### src/core/sdio_defines.svh
// Constants for the servo discrete I/O logic
// Contract
// Ready only when runnable and no fault pending
// Zero speed when speed at or under threshold
// Target speed reached outside pulse-position mode
// Position reached when error within window
// Torque limited output on torque limit
// Fault output except warning-first fault classes
// Listed fault classes raise warning first
// Overload warning at configured overload level
// Speed match in speed modes within window
// Speed mode puts target speed on pin pair; code does so in S mode only, SZ puts position reached on it
// Unmapped functions driven only via output map
// Servo enable input enables the motor
// Fault reset input clears clearable faults
// Pulse clear runs configured mode in position mode
// Zero hold locks motor below zero speed
// Direction invert in torque and speed modes; code honours it in plain T and S modes only, not TZ or SZ
// Torque limit enable gates limit in speed modes
// Speed limit enable gates limit in torque modes
// Status outputs recomputed as levels each cycle
// Host holds inputs stable one control cycle
`ifndef SDIO_DEFINES_SVH
`define SDIO_DEFINES_SVH
`define SDIO_ADDR_W          4
`define SDIO_REG_CTRL        4'h0
`define SDIO_REG_ZERO_SPD    4'h1
`define SDIO_REG_TGT_SPD     4'h2
`define SDIO_REG_POS_WIN     4'h3
`define SDIO_REG_SPD_WIN     4'h4
`define SDIO_REG_OVL_LVL     4'h5
`define SDIO_REG_OUT_MAP     4'h6
`define SDIO_REG_STATUS      4'h7
`define SDIO_REG_FAULT       4'h8
`define SDIO_CTRL_MODE_LSB   0
`define SDIO_CTRL_PCLR_LSB   4
`define SDIO_CTRL_POL_LSB    8
`define SDIO_ZERO_SPD_RST    32'h0000000A
`define SDIO_TGT_SPD_RST     32'h000000C8
`define SDIO_POS_WIN_RST     32'h00000064
`define SDIO_SPD_WIN_RST     32'h0000000A
`define SDIO_OVL_LVL_RST     32'h00000078
`define SDIO_OUT_MAP_RST     32'h00000000
`define SDIO_CTRL_RST        32'h00000000
`define SDIO_WARN_MASK       8'h1F
`endif

### src/core/sdio_pkg.sv
// Types for the servo discrete I/O logic
package sdio_pkg;
    typedef enum logic [2:0] {
        SDIO_MODE_PT, SDIO_MODE_S, SDIO_MODE_T, SDIO_MODE_SZ, SDIO_MODE_TZ
    } sdio_mode_t;
    // Motor quantities from the control loop
    typedef struct packed {
        logic [31:0] speed_abs;
        logic [31:0] pos_err_abs;
        logic [31:0] spd_err_abs;
        logic [31:0] load_level;
        logic        torque_at_limit;
        logic        able_to_run;
    } sdio_motor_t;
    // Command qualifiers sent to the control loop
    typedef struct packed {
        logic       motor_enable;
        logic       zero_lock;
        logic       dir_invert;
        logic       torque_limit_on;
        logic       speed_limit_on;
        logic       pulse_clear;
        logic [1:0] pulse_clear_mode;
    } sdio_cmd_t;
endpackage

### src/core/sdio_discrete_io.sv
// Status outputs, command inputs and register slave of the servo discrete I/O
//
// Register access over Avalon-MM and the placing of the registers were left to the implementer.
`timescale 1ns/1ps
`include "sdio_defines.svh"
module sdio_discrete_io
(
    input  wire logic                 sys_clk_in,
    input  wire logic                 rst_n_in,
    input  wire logic [3:0]           avs_address_in,
    input  wire logic                 avs_read_in,
    input  wire logic                 avs_write_in,
    input  wire logic [31:0]          avs_writedata_in,
    input  wire logic [3:0]           avs_byteenable_in,
    output logic      [31:0]          avs_readdata_out,
    output logic                      avs_waitrequest_out,
    input  wire sdio_pkg::sdio_motor_t motor_in,
    input  wire logic [7:0]           fault_event_in,
    input  wire logic [7:0]           fault_clearable_in,
    input  wire logic                 servo_enable_in,
    input  wire logic                 fault_reset_in,
    input  wire logic                 pulse_clear_in,
    input  wire logic                 zero_hold_in,
    input  wire logic                 direction_invert_in,
    input  wire logic                 torque_limit_enable_in,
    input  wire logic                 speed_limit_enable_in,
    output sdio_pkg::sdio_cmd_t       cmd_out,
    output logic                      drive_ready_out,
    output logic                      zero_speed_out,
    output logic                      target_speed_reached_out,
    output logic                      position_reached_out,
    output logic                      torque_limited_out,
    output logic                      fault_out,
    output logic                      warning_out,
    output logic                      overload_warning_out,
    output logic                      speed_match_out,
    output logic                      default_pair_out,
    output logic      [4:0]           mapped_out
);
    logic [31:0] ctrl_ff;
    logic [31:0] zero_speed_threshold_ff;
    logic [31:0] target_speed_setting_ff;
    logic [31:0] position_reached_window_ff;
    logic [31:0] speed_match_window_ff;
    logic [31:0] overload_level_ff;
    logic [31:0] output_map_ff;
    logic [7:0]  fault_pend_ff;
    logic [31:0] rdata_ff;
    logic        ack_ff;
    logic [6:0]  din_s1_ff;
    logic [6:0]  din_s2_ff;
    logic        son_ff;
    logic        fault_reset_in_prev_ff;
    logic        pclr_prev_ff;
    logic [31:0] nxt_wmask;
    logic [31:0] nxt_rdata;
    sdio_pkg::sdio_mode_t mode;
    logic        pos_mode;
    logic        spd_mode;
    logic        trq_mode;
    logic        fault_reset_in_pulse;
    logic        pclr_pulse;
    logic        zero_spd;
    logic        speed_match_flag;
    logic [7:0]  status_vec;
    logic [4:0]  func_vec;
    logic [4:0]  func_pol;
    logic        wr_req;
    logic        rd_req;
    logic        below_zero_spd;
    logic        inv_mode;
    logic [4:0]  map_en;

    assign mode     = sdio_pkg::sdio_mode_t'(ctrl_ff[`SDIO_CTRL_MODE_LSB +: 3]);
    assign pos_mode = (mode == sdio_pkg::SDIO_MODE_PT);
    assign spd_mode = (mode == sdio_pkg::SDIO_MODE_S) || (mode == sdio_pkg::SDIO_MODE_SZ);
    assign trq_mode = (mode == sdio_pkg::SDIO_MODE_T) || (mode == sdio_pkg::SDIO_MODE_TZ);
    assign func_pol = ctrl_ff[`SDIO_CTRL_POL_LSB +: 5];

    // Bus: one wait cycle, then acknowledge
    // A write lands only at the edge where waitrequest is sampled low
    assign wr_req = avs_write_in && ack_ff;
    // Read data is loaded in the wait cycle so it stands at that edge
    assign rd_req = avs_read_in && !ack_ff;
    assign avs_waitrequest_out = (avs_read_in || avs_write_in) && !ack_ff;

    always_comb
    begin
        for (int i = 0; i < 4; i++)
        begin
            nxt_wmask[i*8 +: 8] = {8{avs_byteenable_in[i]}};
        end
    end

    always_ff @(posedge sys_clk_in or negedge rst_n_in)
    begin
        if (!rst_n_in)
        begin
            ack_ff <= 1'b0;
        end
        else
        begin
            ack_ff <= (avs_read_in || avs_write_in) && !ack_ff;
        end
    end

    always_ff @(posedge sys_clk_in or negedge rst_n_in)
    begin
        if (!rst_n_in)
        begin
            ctrl_ff                    <= `SDIO_CTRL_RST;
            zero_speed_threshold_ff    <= `SDIO_ZERO_SPD_RST;
            target_speed_setting_ff    <= `SDIO_TGT_SPD_RST;
            position_reached_window_ff <= `SDIO_POS_WIN_RST;
            speed_match_window_ff      <= `SDIO_SPD_WIN_RST;
            overload_level_ff          <= `SDIO_OVL_LVL_RST;
            output_map_ff              <= `SDIO_OUT_MAP_RST;
        end
        else if (wr_req)
        begin
            // Status and fault indices are read-only; other indices are ignored
            if (avs_address_in == `SDIO_REG_CTRL)
            begin
                ctrl_ff <= (ctrl_ff & ~nxt_wmask) | (avs_writedata_in & nxt_wmask);
            end
            else if (avs_address_in == `SDIO_REG_ZERO_SPD)
            begin
                zero_speed_threshold_ff <= (zero_speed_threshold_ff & ~nxt_wmask)
                                         | (avs_writedata_in & nxt_wmask);
            end
            else if (avs_address_in == `SDIO_REG_TGT_SPD)
            begin
                target_speed_setting_ff <= (target_speed_setting_ff & ~nxt_wmask)
                                         | (avs_writedata_in & nxt_wmask);
            end
            else if (avs_address_in == `SDIO_REG_POS_WIN)
            begin
                position_reached_window_ff <= (position_reached_window_ff & ~nxt_wmask)
                                            | (avs_writedata_in & nxt_wmask);
            end
            else if (avs_address_in == `SDIO_REG_SPD_WIN)
            begin
                speed_match_window_ff <= (speed_match_window_ff & ~nxt_wmask)
                                       | (avs_writedata_in & nxt_wmask);
            end
            else if (avs_address_in == `SDIO_REG_OVL_LVL)
            begin
                overload_level_ff <= (overload_level_ff & ~nxt_wmask)
                                   | (avs_writedata_in & nxt_wmask);
            end
            else if (avs_address_in == `SDIO_REG_OUT_MAP)
            begin
                output_map_ff <= (output_map_ff & ~nxt_wmask) | (avs_writedata_in & nxt_wmask);
            end
        end
    end

    always_comb
    begin
        if (avs_address_in == `SDIO_REG_CTRL)
            nxt_rdata = ctrl_ff;
        else if (avs_address_in == `SDIO_REG_ZERO_SPD)
            nxt_rdata = zero_speed_threshold_ff;
        else if (avs_address_in == `SDIO_REG_TGT_SPD)
            nxt_rdata = target_speed_setting_ff;
        else if (avs_address_in == `SDIO_REG_POS_WIN)
            nxt_rdata = position_reached_window_ff;
        else if (avs_address_in == `SDIO_REG_SPD_WIN)
            nxt_rdata = speed_match_window_ff;
        else if (avs_address_in == `SDIO_REG_OVL_LVL)
            nxt_rdata = overload_level_ff;
        else if (avs_address_in == `SDIO_REG_OUT_MAP)
            nxt_rdata = output_map_ff;
        else if (avs_address_in == `SDIO_REG_STATUS)
            nxt_rdata = {24'h000000, status_vec};
        else if (avs_address_in == `SDIO_REG_FAULT)
            nxt_rdata = {24'h000000, fault_pend_ff};
        // Unmapped indices read as zero
        else
            nxt_rdata = 32'h00000000;
    end

    always_ff @(posedge sys_clk_in or negedge rst_n_in)
    begin
        if (!rst_n_in)
        begin
            rdata_ff <= 32'h00000000;
        end
        // Stands until the next read is taken
        else if (rd_req)
        begin
            rdata_ff <= nxt_rdata;
        end
    end
    assign avs_readdata_out = rdata_ff;

    // Pin inputs pass two flip-flops
    always_ff @(posedge sys_clk_in or negedge rst_n_in)
    begin
        if (!rst_n_in)
        begin
            din_s1_ff <= 7'h00;
            din_s2_ff <= 7'h00;
        end
        else
        begin
            din_s1_ff <= {speed_limit_enable_in, torque_limit_enable_in, direction_invert_in,
                          zero_hold_in, pulse_clear_in, fault_reset_in, servo_enable_in};
            din_s2_ff <= din_s1_ff;
        end
    end

    always_ff @(posedge sys_clk_in or negedge rst_n_in)
    begin
        if (!rst_n_in)
        begin
            son_ff       <= 1'b0;
            fault_reset_in_prev_ff <= 1'b0;
            pclr_prev_ff <= 1'b0;
        end
        else
        begin
            // Servo enable passes one stage more than the other qualifiers
            son_ff       <= din_s2_ff[0];
            fault_reset_in_prev_ff <= din_s2_ff[1];
            pclr_prev_ff <= din_s2_ff[2];
        end
    end
    assign fault_reset_in_pulse = din_s2_ff[1] && !fault_reset_in_prev_ff;
    assign pclr_pulse = din_s2_ff[2] && !pclr_prev_ff;

    // Pending faults: a new event wins over the reset clear
    always_ff @(posedge sys_clk_in or negedge rst_n_in)
    begin
        if (!rst_n_in)
        begin
            fault_pend_ff <= 8'h00;
        end
        else if (fault_reset_in_pulse)
        begin
            fault_pend_ff <= (fault_pend_ff & ~fault_clearable_in) | fault_event_in;
        end
        else
        begin
            fault_pend_ff <= fault_pend_ff | fault_event_in;
        end
    end

    assign zero_spd = motor_in.speed_abs <= zero_speed_threshold_ff;
    // Zero hold needs the speed strictly under the threshold
    assign below_zero_spd = motor_in.speed_abs < zero_speed_threshold_ff;
    // Direction invert is honoured in the plain torque and speed modes only
    assign inv_mode = (mode == sdio_pkg::SDIO_MODE_T) || (mode == sdio_pkg::SDIO_MODE_S);
    assign speed_match_flag = spd_mode
                              && (motor_in.spd_err_abs <= speed_match_window_ff);

    // Status levels, recomputed every cycle
    always_ff @(posedge sys_clk_in or negedge rst_n_in)
    begin
        if (!rst_n_in)
        begin
            status_vec <= 8'h00;
        end
        else
        begin
            status_vec[0] <= motor_in.able_to_run && (fault_pend_ff == 8'h00);
            status_vec[1] <= zero_spd;
            status_vec[2] <= !pos_mode
                             && (motor_in.speed_abs >= target_speed_setting_ff);
            status_vec[3] <= pos_mode
                             && (motor_in.pos_err_abs <= position_reached_window_ff);
            status_vec[4] <= motor_in.torque_at_limit;
            // Warning-first classes never raise the fault output
            status_vec[5] <= |(fault_pend_ff & ~`SDIO_WARN_MASK);
            status_vec[6] <= |(fault_pend_ff & `SDIO_WARN_MASK);
            status_vec[7] <= motor_in.load_level >= overload_level_ff;
        end
    end

    assign drive_ready_out          = status_vec[0];
    assign zero_speed_out           = status_vec[1];
    assign torque_limited_out       = status_vec[4];
    assign fault_out                = status_vec[5];
    assign warning_out              = status_vec[6];
    assign overload_warning_out     = status_vec[7];
    assign target_speed_reached_out = status_vec[2];
    assign position_reached_out     = status_vec[3];

    always_ff @(posedge sys_clk_in or negedge rst_n_in)
    begin
        if (!rst_n_in)
        begin
            speed_match_out  <= 1'b0;
            default_pair_out <= 1'b0;
        end
        else
        begin
            speed_match_out  <= speed_match_flag;
            default_pair_out <= (mode == sdio_pkg::SDIO_MODE_S) ? status_vec[2]
                                                                : status_vec[3];
        end
    end

    // Non-default functions leave only through a map slot, with polarity
    assign func_vec = {speed_match_out, overload_warning_out, warning_out,
                       torque_limited_out, target_speed_reached_out};
    assign map_en = output_map_ff[4:0];
    generate
        for (genvar g = 0; g < 5; g++)
        begin : g_map
            always_ff @(posedge sys_clk_in or negedge rst_n_in)
            begin
                if (!rst_n_in)
                begin
                    mapped_out[g] <= 1'b0;
                end
                else
                begin
                    // Polarity flips the function before the enable gates it
                    mapped_out[g] <= map_en[g] && (func_vec[g] ^ func_pol[g]);
                end
            end
        end
    endgenerate

    // Command qualifiers to the control loop
    always_ff @(posedge sys_clk_in or negedge rst_n_in)
    begin
        if (!rst_n_in)
        begin
            cmd_out <= '0;
        end
        else
        begin
            cmd_out.motor_enable     <= son_ff;
            cmd_out.zero_lock        <= din_s2_ff[3] && below_zero_spd;
            cmd_out.dir_invert       <= din_s2_ff[4] && inv_mode;
            cmd_out.torque_limit_on  <= din_s2_ff[5] && spd_mode;
            cmd_out.speed_limit_on   <= din_s2_ff[6] && trq_mode;
            cmd_out.pulse_clear      <= pclr_pulse && pos_mode;
            cmd_out.pulse_clear_mode <= ctrl_ff[`SDIO_CTRL_PCLR_LSB +: 2];
        end
    end
endmodule

### config.mk
export PLATFORM = sky130hd
export DESIGN_NAME = sdio_discrete_io
export DESIGN_NICKNAME = d
export VERILOG_FILES = /design/src/core/sdio_pkg.sv /design/src/core/sdio_discrete_io.sv
export VERILOG_INCLUDE_DIRS = /design/src /design/src/core
export SDC_FILE = /design/constraint.sdc
export NUM_CORES = 1
export LEC_CHECK = 0
export BUFFER_PORTS_ARGS = -buffer_cell sky130_fd_sc_hd__buf_2
export CAP_MARGIN = 25
export CORE_MARGIN = 3
export CORE_UTILIZATION = 30
export DETAILED_ROUTE_END_ITERATION = 10
export PLACE_DENSITY = 0.51
export SYNTH_ARGS = -nofsm -noshare
export SYNTH_HDL_FRONTEND = slang
export SYNTH_SLANG_ARGS = --single-unit
### constraint.sdc
create_clock -name sys_clk_in -period 2.15 [get_ports sys_clk_in]
set_input_delay 0.215 -clock sys_clk_in [delete_from_list [all_inputs] [get_ports sys_clk_in]]
set_output_delay 0.215 -clock sys_clk_in [all_outputs]
set_load 0.01 [all_outputs]
# Word-level counts from Yosys, hierarchy flattened
# Index checks and enable logic that the tools add are counted.
# totals
mem_bits_rw	0
in_bits	197
register_bits	305
memories	0
rom_bits	0
latchBits	0
# op_classes
eq_ne	12
n_bitwise	31
magnitude_cmp	6
n_shift	0
mul	0
addsub	0
muxes	11
div	0
reduce_logical	39
# op_table
operator	count
32-bit AND	8
32-bit two-way mux	7
32-bit bitwise OR	7
32-bit less-or-equal comparator	3
32-bit >= comparator	2
32-bit less-than comparator	1
32-bit inverter	1
8-bit two-way mux	3
1-bit logical AND	19
4-bit by 3-bit == test with 1-bit output (second input constant)	4
8-bit bitwise OR	2
8-bit AND	1
4-bit by 2-bit == test with 1-bit output (second input constant)	2
8-bit logical NOT	1
8-bit inverter	1
8-bit AND reduction	1
7-bit AND reduction	1
3-bit by 2-bit == test with 1-bit output (second input constant)	2
1-bit inverter	6
6-bit AND reduction	1
5-bit AND reduction	1
5-bit OR reduction	1
1-bit XOR	5
4-bit by 1-bit == test with 1-bit output (second input constant)	1
other kinds (12)	18

# Depth between registers and ports, before layout
# Gate-level depths: netlist of the first run.
# logic_depth
depth_word	10
mapped_depth	9

# Worst setup path after synthesis of the first run
# Ideal clock, no wire load.
# synth_path
path_type	register to register
start	register (tool-made name)
end	register speed_match_out
path_buffers	0
t_required_ps	2063
arrival_ps	1718
setup_time_ps	87
stages_incl_launch_ff	9
path_slack_ps	345
path_cell_list	dfrtp_1 -> inv_1 -> ha_1 -> a21oi_1 -> nor2_1 -> a2111oi_0 -> a21oi_1 -> or3_1 -> a22oi_1
# synth_rtl
element	line_no	text
to (signal assigned)	sdio_discrete_io.sv:298	speed_match_out <= speed_match_flag;
to (decl)	sdio_discrete_io.sv:36	output logic speed_match_out,

==> results of run 1 <==
==> final cells by class <==
cell class / instances / area [um2]
Multi-Input combinational cell: 1151 / 7860
Clock buffer: 55 / 1140
Fill cell: 5326 / 32100
Clock inverter: 12 / 178
Sequential cell: 305 / 7650
Timing Repair Buffer: 427 / 2900
Antenna cell: 5 / 12.5
Tap cell: 688 / 861
Inverter: 165 / 619
==> critical path, stage by stage (launching register included) <==
cell	delay (ns)
dfrtp_1	0.36
inv_1	0.07
ha_1	0.29
a21o_1	0.19
a21o_1	0.17
a21oi_1	0.19
nand3_1	0.28
a211oi_1	0.33
and2_1	0.17
==> power by group through the flow <==
stage | clock network, W | registers (W) | logic [W]
global placement | 0 | 0.00751 | 0.00409
CTS | 0.00691 | 0.00744 | 0.00435
floorplan | 0 | 0.00736 | 0.00234
global route | 0.00716 | 0.00755 | 0.00496
finish | 0.00673 | 0.00745 | 0.00436
detailed placement | 0 | 0.00753 | 0.00422
==> metrics by stage <==
stage	hold slack [ns]	setup WS [ns]	total power (W)	TNS [ns]	instance area, um2
3_3_place_gp	0.217	-0.0120	0.0116	-0.0120	19200
4_1_cts	0.0104	-0.00475	0.0187	-0.00475	21200
5_1_grt	0.0432	-0.0241	0.0197	-0.0241	21200
6_report	0.0304	0.0459	0.0185	0	21200
2_1_floorplan	-0.0806	0.345	0.00970	0	16400
3_5_place_dp	0.218	-0.153	0.0117	-0.266	19200
==> logic make-up (layout without fill, tap and decap cells) <==
family,count (synthesis),count (layout)
buffers and inverters,219,659
AOI/OAI and AO/OA,454,454
xor gates and xnor gates,7,7
DFF,305,305
adders and majority gates,160,160
muxes,77,77
other,0,5
and+or+nand+nor,453,453
==> timing repair <==
action                                  4_1_cts  5_1_grt
endpoints found under the setup margin        2        4
gates resized for setup                       5       16
setup buffers                                 1        0
hold buffers                                 57        0
pin swaps                                     1        7
hold endpoints to repair                    180        0
==> cells in the mapped netlist (all sizes together) (5+ instances only) <==
cell type	instances	area (um2)
dfrtp	291	7280
nand2	274	1030
o21ai	238	1190
inv	165	619
ha	160	2000
a21oi	75	375
mux2	72	811
nor2	65	332
buf	45	292
a22oi	30	225
a222oi	28	280
a21o	24	180
nand3	23	115
nand4	20	125
nor2b	19	119
a221oi	15	138
dfstp	14	368
nor3	12	92.6
o22ai	11	68.8
clkbuf	9	33.8
a211oi	7	52.6
and2	7	43.8
nand2b	7	51.3
or3	6	37.5
a2111oi	5	50.0
and4	5	43.8
mux2i	5	50.1
xor2	5	43.8
==> per-layer routing <==
| layer | vias up | track usage (%) |
|---|---|---|
| met1 | 6829 | 27.9 |
| met5 | - | 0 |
| met4 | 8 | 7.06 |
| li1 | 6727 | - |
| met2 | 423 | 33.3 |
| met3 | 90 | 3.78 |
==> worst paths after layout <==
kind,startpoint,to,cells after the start
worst max-delay path,register,cmd_out[6]$_DFF_PN0_,8
worst min-delay path,avs_writedata_in[16],register,3
worst max register to register,register,cmd_out[6]$_DFF_PN0_,8
worst min register to register,son_ff$_DFF_PN0_,cmd_out[7]$_DFF_PN0_,0
max in group asynchronous,rst_n_in,ack_ff$_DFF_PN0_,3
min in group asynchronous,rst_n_in,async pin,2
==> run summary, run 1 <==
CP Capture Type: register
Routability-driven placement congestion ratio: 0.877
Share of power burned in registers: 40.2%
Total track usage: 20.6%
Worst vdd ir: 0.000438 V
DRT iter0 DRCs: 1,025
# rows: 84
Final core occ: 39.8%
Chip height: 240 um
Final setup vio count: 0
Clk sink count: 305
Initial antenna violation count: 10
Placed insts: 2,678
Final-report hold violation count: 0
XOR/XNOR Fraction of Synth Area: 0.375%
Comb power frac: 23.5%
Detailed-route wire length per cell: 21.0 um
HPWL Detailed: 46,400 um
Netlist cell types: 65
Worst R2R Setup Slack: 0.05 ns
Initial Util: 30.7%
Syn_nets: 2,032
Max Slew Vio Count: 0
Cell Int Power: 0.0128 W
DIE WIDTH: 240 um
Status: completed
P_sw: 0.00574 W
Adder-cell share of the synthesized area: 12.2%
Metal-1 WL: 26,400 um
Leakage power: 10.4 nW
Via count: 14,077
GRT Residual Overflow: 0
Clock Path Buffers: 3
# Max-Cap Violations: 0
Port Buffers: 252
Number of synthesized flops with an enable pin: 0
Fmax: 0.475 GHz
Ys async rst share: 100%
Final period util: 97.9%
Largest net degree at the start of global routing: 65
Crit path launch type: register
Sw frac: 30.9%
Vias per std cell: 5.01
Core area: 53,300 um2
Critical Path RT: 2.64 ns
Post-Synthesis Cells: 1,675
CP arrival: 2.60 ns
Clk_lat worst skew: 0.55 ns
CTS tree: yes
Clock network power share: 36.3%
Worst Max-Slew Pin Slew: 0.812 ns
Die area: 57,400 um2
Synth Area in Simple Gates: 12.9%
Hold/Removal Path Class: in2reg
I/O pin count: 253
Number of nets still failing antenna checks after routing: 0
Number of global-route vias before repair: 14,411
Syn-to-layout area delta: 29.7%
Nets@finish: 2,444
Layout cell share with drive strength beyond 1: 26.3%
Worst-path clk slew: 0.06 ns
Setup Skew: 0.0277 ns
Synthesized cell area: 16,400 um2
PD cells: 873 nW/um2
Most common cell after layout, fill and taps aside: dfrtp_1
Compound-Gate Fraction of Synth Area: 16.7%
DRC Markers: 0
CTS root buf: clkbuf_16
Register area share after synthesis: 46.7%
Drt pass-1 iters: 7
Synthesized area per cell: 9.77 um2
Min cycle time layout: 2.10 ns
Relative slew slack: 45.6%
Uppermost layer routed: met5
Met3 wire length: 3620 um
Synth Register Bits: 305
Crit path max fanout: 2
DRT Wirelength: 59,100 um
First-pass GRT wire length: 88,900 um
Largest family of logic cells by synthesized area: compound AO/OA/AOI/OAI gates
Dominant synthesized flop cell: dfrtp_1
CTS buffer count: 37
Final std cells w/o fill: 2,808
Most frequent cells in the layout: dfrtp_1, nand2_1, buf_2
H-tree depth: 2
Critical path type: reg2reg
Multiplexer area fraction after synthesis: 5.26%
Synth warn: 0
Met2 wire length: 27,100 um
No activity file was read; power rests on OpenSTA's default activity.
==> run 2, diff against run 1 <==
==> constraint.sdc (replaced) <==
create_clock -name sys_clk_in -period 2.15 [get_ports sys_clk_in]
set_input_delay 0.3225 -clock sys_clk_in [delete_from_list [all_inputs] [get_ports sys_clk_in]]
set_output_delay 0.3225 -clock sys_clk_in [all_outputs]
set_load 0.01 [all_outputs]
==> run 2 against run 1 <==
  * Combinational power about the same
  * Clock-buffer cell count down 4
  * Clock power down 3.6%
  * Critical path depth up 1
  * Global-route usage up 0.51 points
  * First-iteration DRC count up 12%
==> run summary, run 2 (synthesized netlist as in run 1, its figures left out) <==
Status: completed
GRT Max-Usage Layer: met2
Core area: 53,300 um2 (unchanged)
Worst vdd ir: 0.000437 V (-0.21%)
Worst-path clk slew: 0.07 ns (about the same)
DRT iter0 DRCs: 1,149 (+12%)
Critical path type: reg2reg
Worst Max-Slew Pin Slew: 0.532 ns (-0.280 ns)
Clock Path Buffers: 3 (unchanged)
Nets@finish: 2,411 (-1.4%)
Initial antenna violation count: 7 (-3)
Die area: 57,400 um2 (unchanged)
DRT Wirelength: 60,600 um (+2.5%)
Number of nets still failing antenna checks after routing: 0 (unchanged)
Most frequent cells in the layout: dfrtp_1, nand2_1, buf_2
Chip height: 240 um (unchanged)
Clk_lat worst skew: 0.56 ns (about the same)
Crit path launch type: register
Via count: 14,016 (-0.43%)
Critical Path RT: 2.57 ns (-0.07 ns)
Most common cell after layout, fill and taps aside: dfrtp_1
GR Util met1: 29.6% (+1.7 points)
Hold/Removal Path Class: in2reg
Clk sink count: 305 (unchanged)
Min cycle time layout: 2.14 ns (+0.0334 ns)
Final setup vio count: 0 (unchanged)
DRC Markers: 0 (unchanged)
Grt met3 use: 3.83% (+0.058 points)
First-pass GRT wire length: 91,000 um (+2.5%)
Worst Slack Setup Final: 0.0125 ns (-0.0334 ns)
PD cells: 881 nW/um2 (+0.82%)
Total track usage: 21.1% (+0.51 points)
Initial Util: 30.7% (unchanged)
DIE WIDTH: 240 um (unchanged)
HPWL Detailed: 47,300 um (+2.0%)
Unrepaired setup endpoints after global routing: true
Drt pass-1 iters: 8 (+1)
Dpl ws: -0.391 ns (-0.239 ns)
Max Slew Vio Count: 0 (unchanged)
Largest net degree at the start of global routing: 65 (unchanged)
Setup TNS: 0 ns (unchanged)
Setup Skew: 0.0219 ns (-0.00576 ns)
CTS buffer count: 37 (unchanged)
Final-report hold violation count: 0 (unchanged)
CP Capture Type: register
Number of global-route vias before repair: 14,479 (+0.47%)
Layout cell share with drive strength beyond 1: 27.3% (+1.1 points)
H-tree depth: 2 (unchanged)
CP arrival: 2.56 ns (-0.04 ns)
Crit path max fanout: 2 (unchanged)
CTS root buf: clkbuf_16
Relative slew slack: 64.4% (+19 points)
# rows: 84 (unchanged)
Leakage power: 10.3 nW (-1.3%)
Routability-driven placement congestion ratio: 0.873 (-0.47%)
Detailed-route wire length per cell: 21.9 um (+3.9%)
Final core occ: 39.2% (-0.62 points)
# Max-Cap Violations: 0 (unchanged)
I/O pin count: 253 (unchanged)
CTS tree: yes
Met2 Usage GRT: 33.7% (+0.41 points)
Vias per std cell: 5.06 (+0.86%)
Syn-to-layout area delta: 27.7%
Final period util: 99.4% (+1.6 points)
Fmax: 0.468 GHz (-1.6%)
Port Buffers: 252 (unchanged)
GRT Residual Overflow: 0 (unchanged)
run 2: cell count changes in the layout (fill, tap and decap cells not counted), moves of 3 or more:
| cell | change |
|---|---|
| ha_1 | -3 |
| clkbuf_8 | -5 |
| buf_4 | +5 |
| dlygate4sd3_1 | -39 |
| o21ai_0 | -4 |
| ha_4 | +3 |
run 2: worst paths after layout:
kind | to | slack (ns) | cells after the start | from
max | status_vec[7]$_DFF_PN0_ | 0.01 | 9 | register
max in group asynchronous | async pin | 1.10 | 3 | rst_n_in
min in group asynchronous | din_s2_ff[0]$_DFF_PN0_ | 0.32 | 2 | rst_n_in
max reg2reg | status_vec[7]$_DFF_PN0_ | 0.01 | 9 | register
min | ack_ff$_DFF_PN0_ | 0.06 | 3 | avs_read_in
min reg2reg | cmd_out[7]$_DFF_PN0_ | 0.35 | 0 | son_ff$_DFF_PN0_
run 2: routing by layer:
metal,routed length [um],vias to the layer above
met4,1370,4
li1,-,6666
met1,28000,6861
met3,3530,75
met5,14,-
met2,27700,410
run 2: critical path, stage by stage (launching register included):
cell      delay [ns]
dfrtp_1         0.38
inv_1           0.13
ha_1            0.26
a211oi_1        0.26
buf_4           0.16
o22ai_1         0.07
nor3_1          0.20
o21ai_2         0.17
a21oi_2         0.29
o41ai_2         0.09
run 2: through the flow:
stage,std cells,total power (W),hold slack (ns),instance area [um2]
6_report,2772,0.0184,0.0570,20900
5_1_grt,2770,0.0195,0.0640,20900
4_1_cts,2766,0.0185,0.0193,20800
3_5_place_dp,2680,0.0118,0.296,19300
3_3_place_gp,2679,0.0117,0.282,19300
2_1_floorplan,1675,0.00970,0.0269,16400
run 2: power by group:
group	leakage (nW)	switching, W	internal (W)	total (W)
clock	0.618	0.00260	0.00389	0.00649
combinational	6.16	0.00255	0.00184	0.00439
sequential	3.52	0.000738	0.00678	0.00752
total	10.3	0.00589	0.0125	0.0184
run 2: final cells by class:
cell class              count  area (um2)
clock inverters            15         178
well taps                 688         861
diodes                      3        7.51
multi-input cells        1151        7940
flip-flops and latches    305        7650
inverters                 165         619
repair buffers            394        2570
clock buffers              51        1080
fillers                  5279       32400
run 2: timing repair:
action,CTS,global route
setup buffers,2,3
gates cloned,0,0
hold buffers,18,0
resized for setup,17,17
pin swaps,5,12
endpoints found under the setup margin,5,6
hold endpoints to repair,53,0
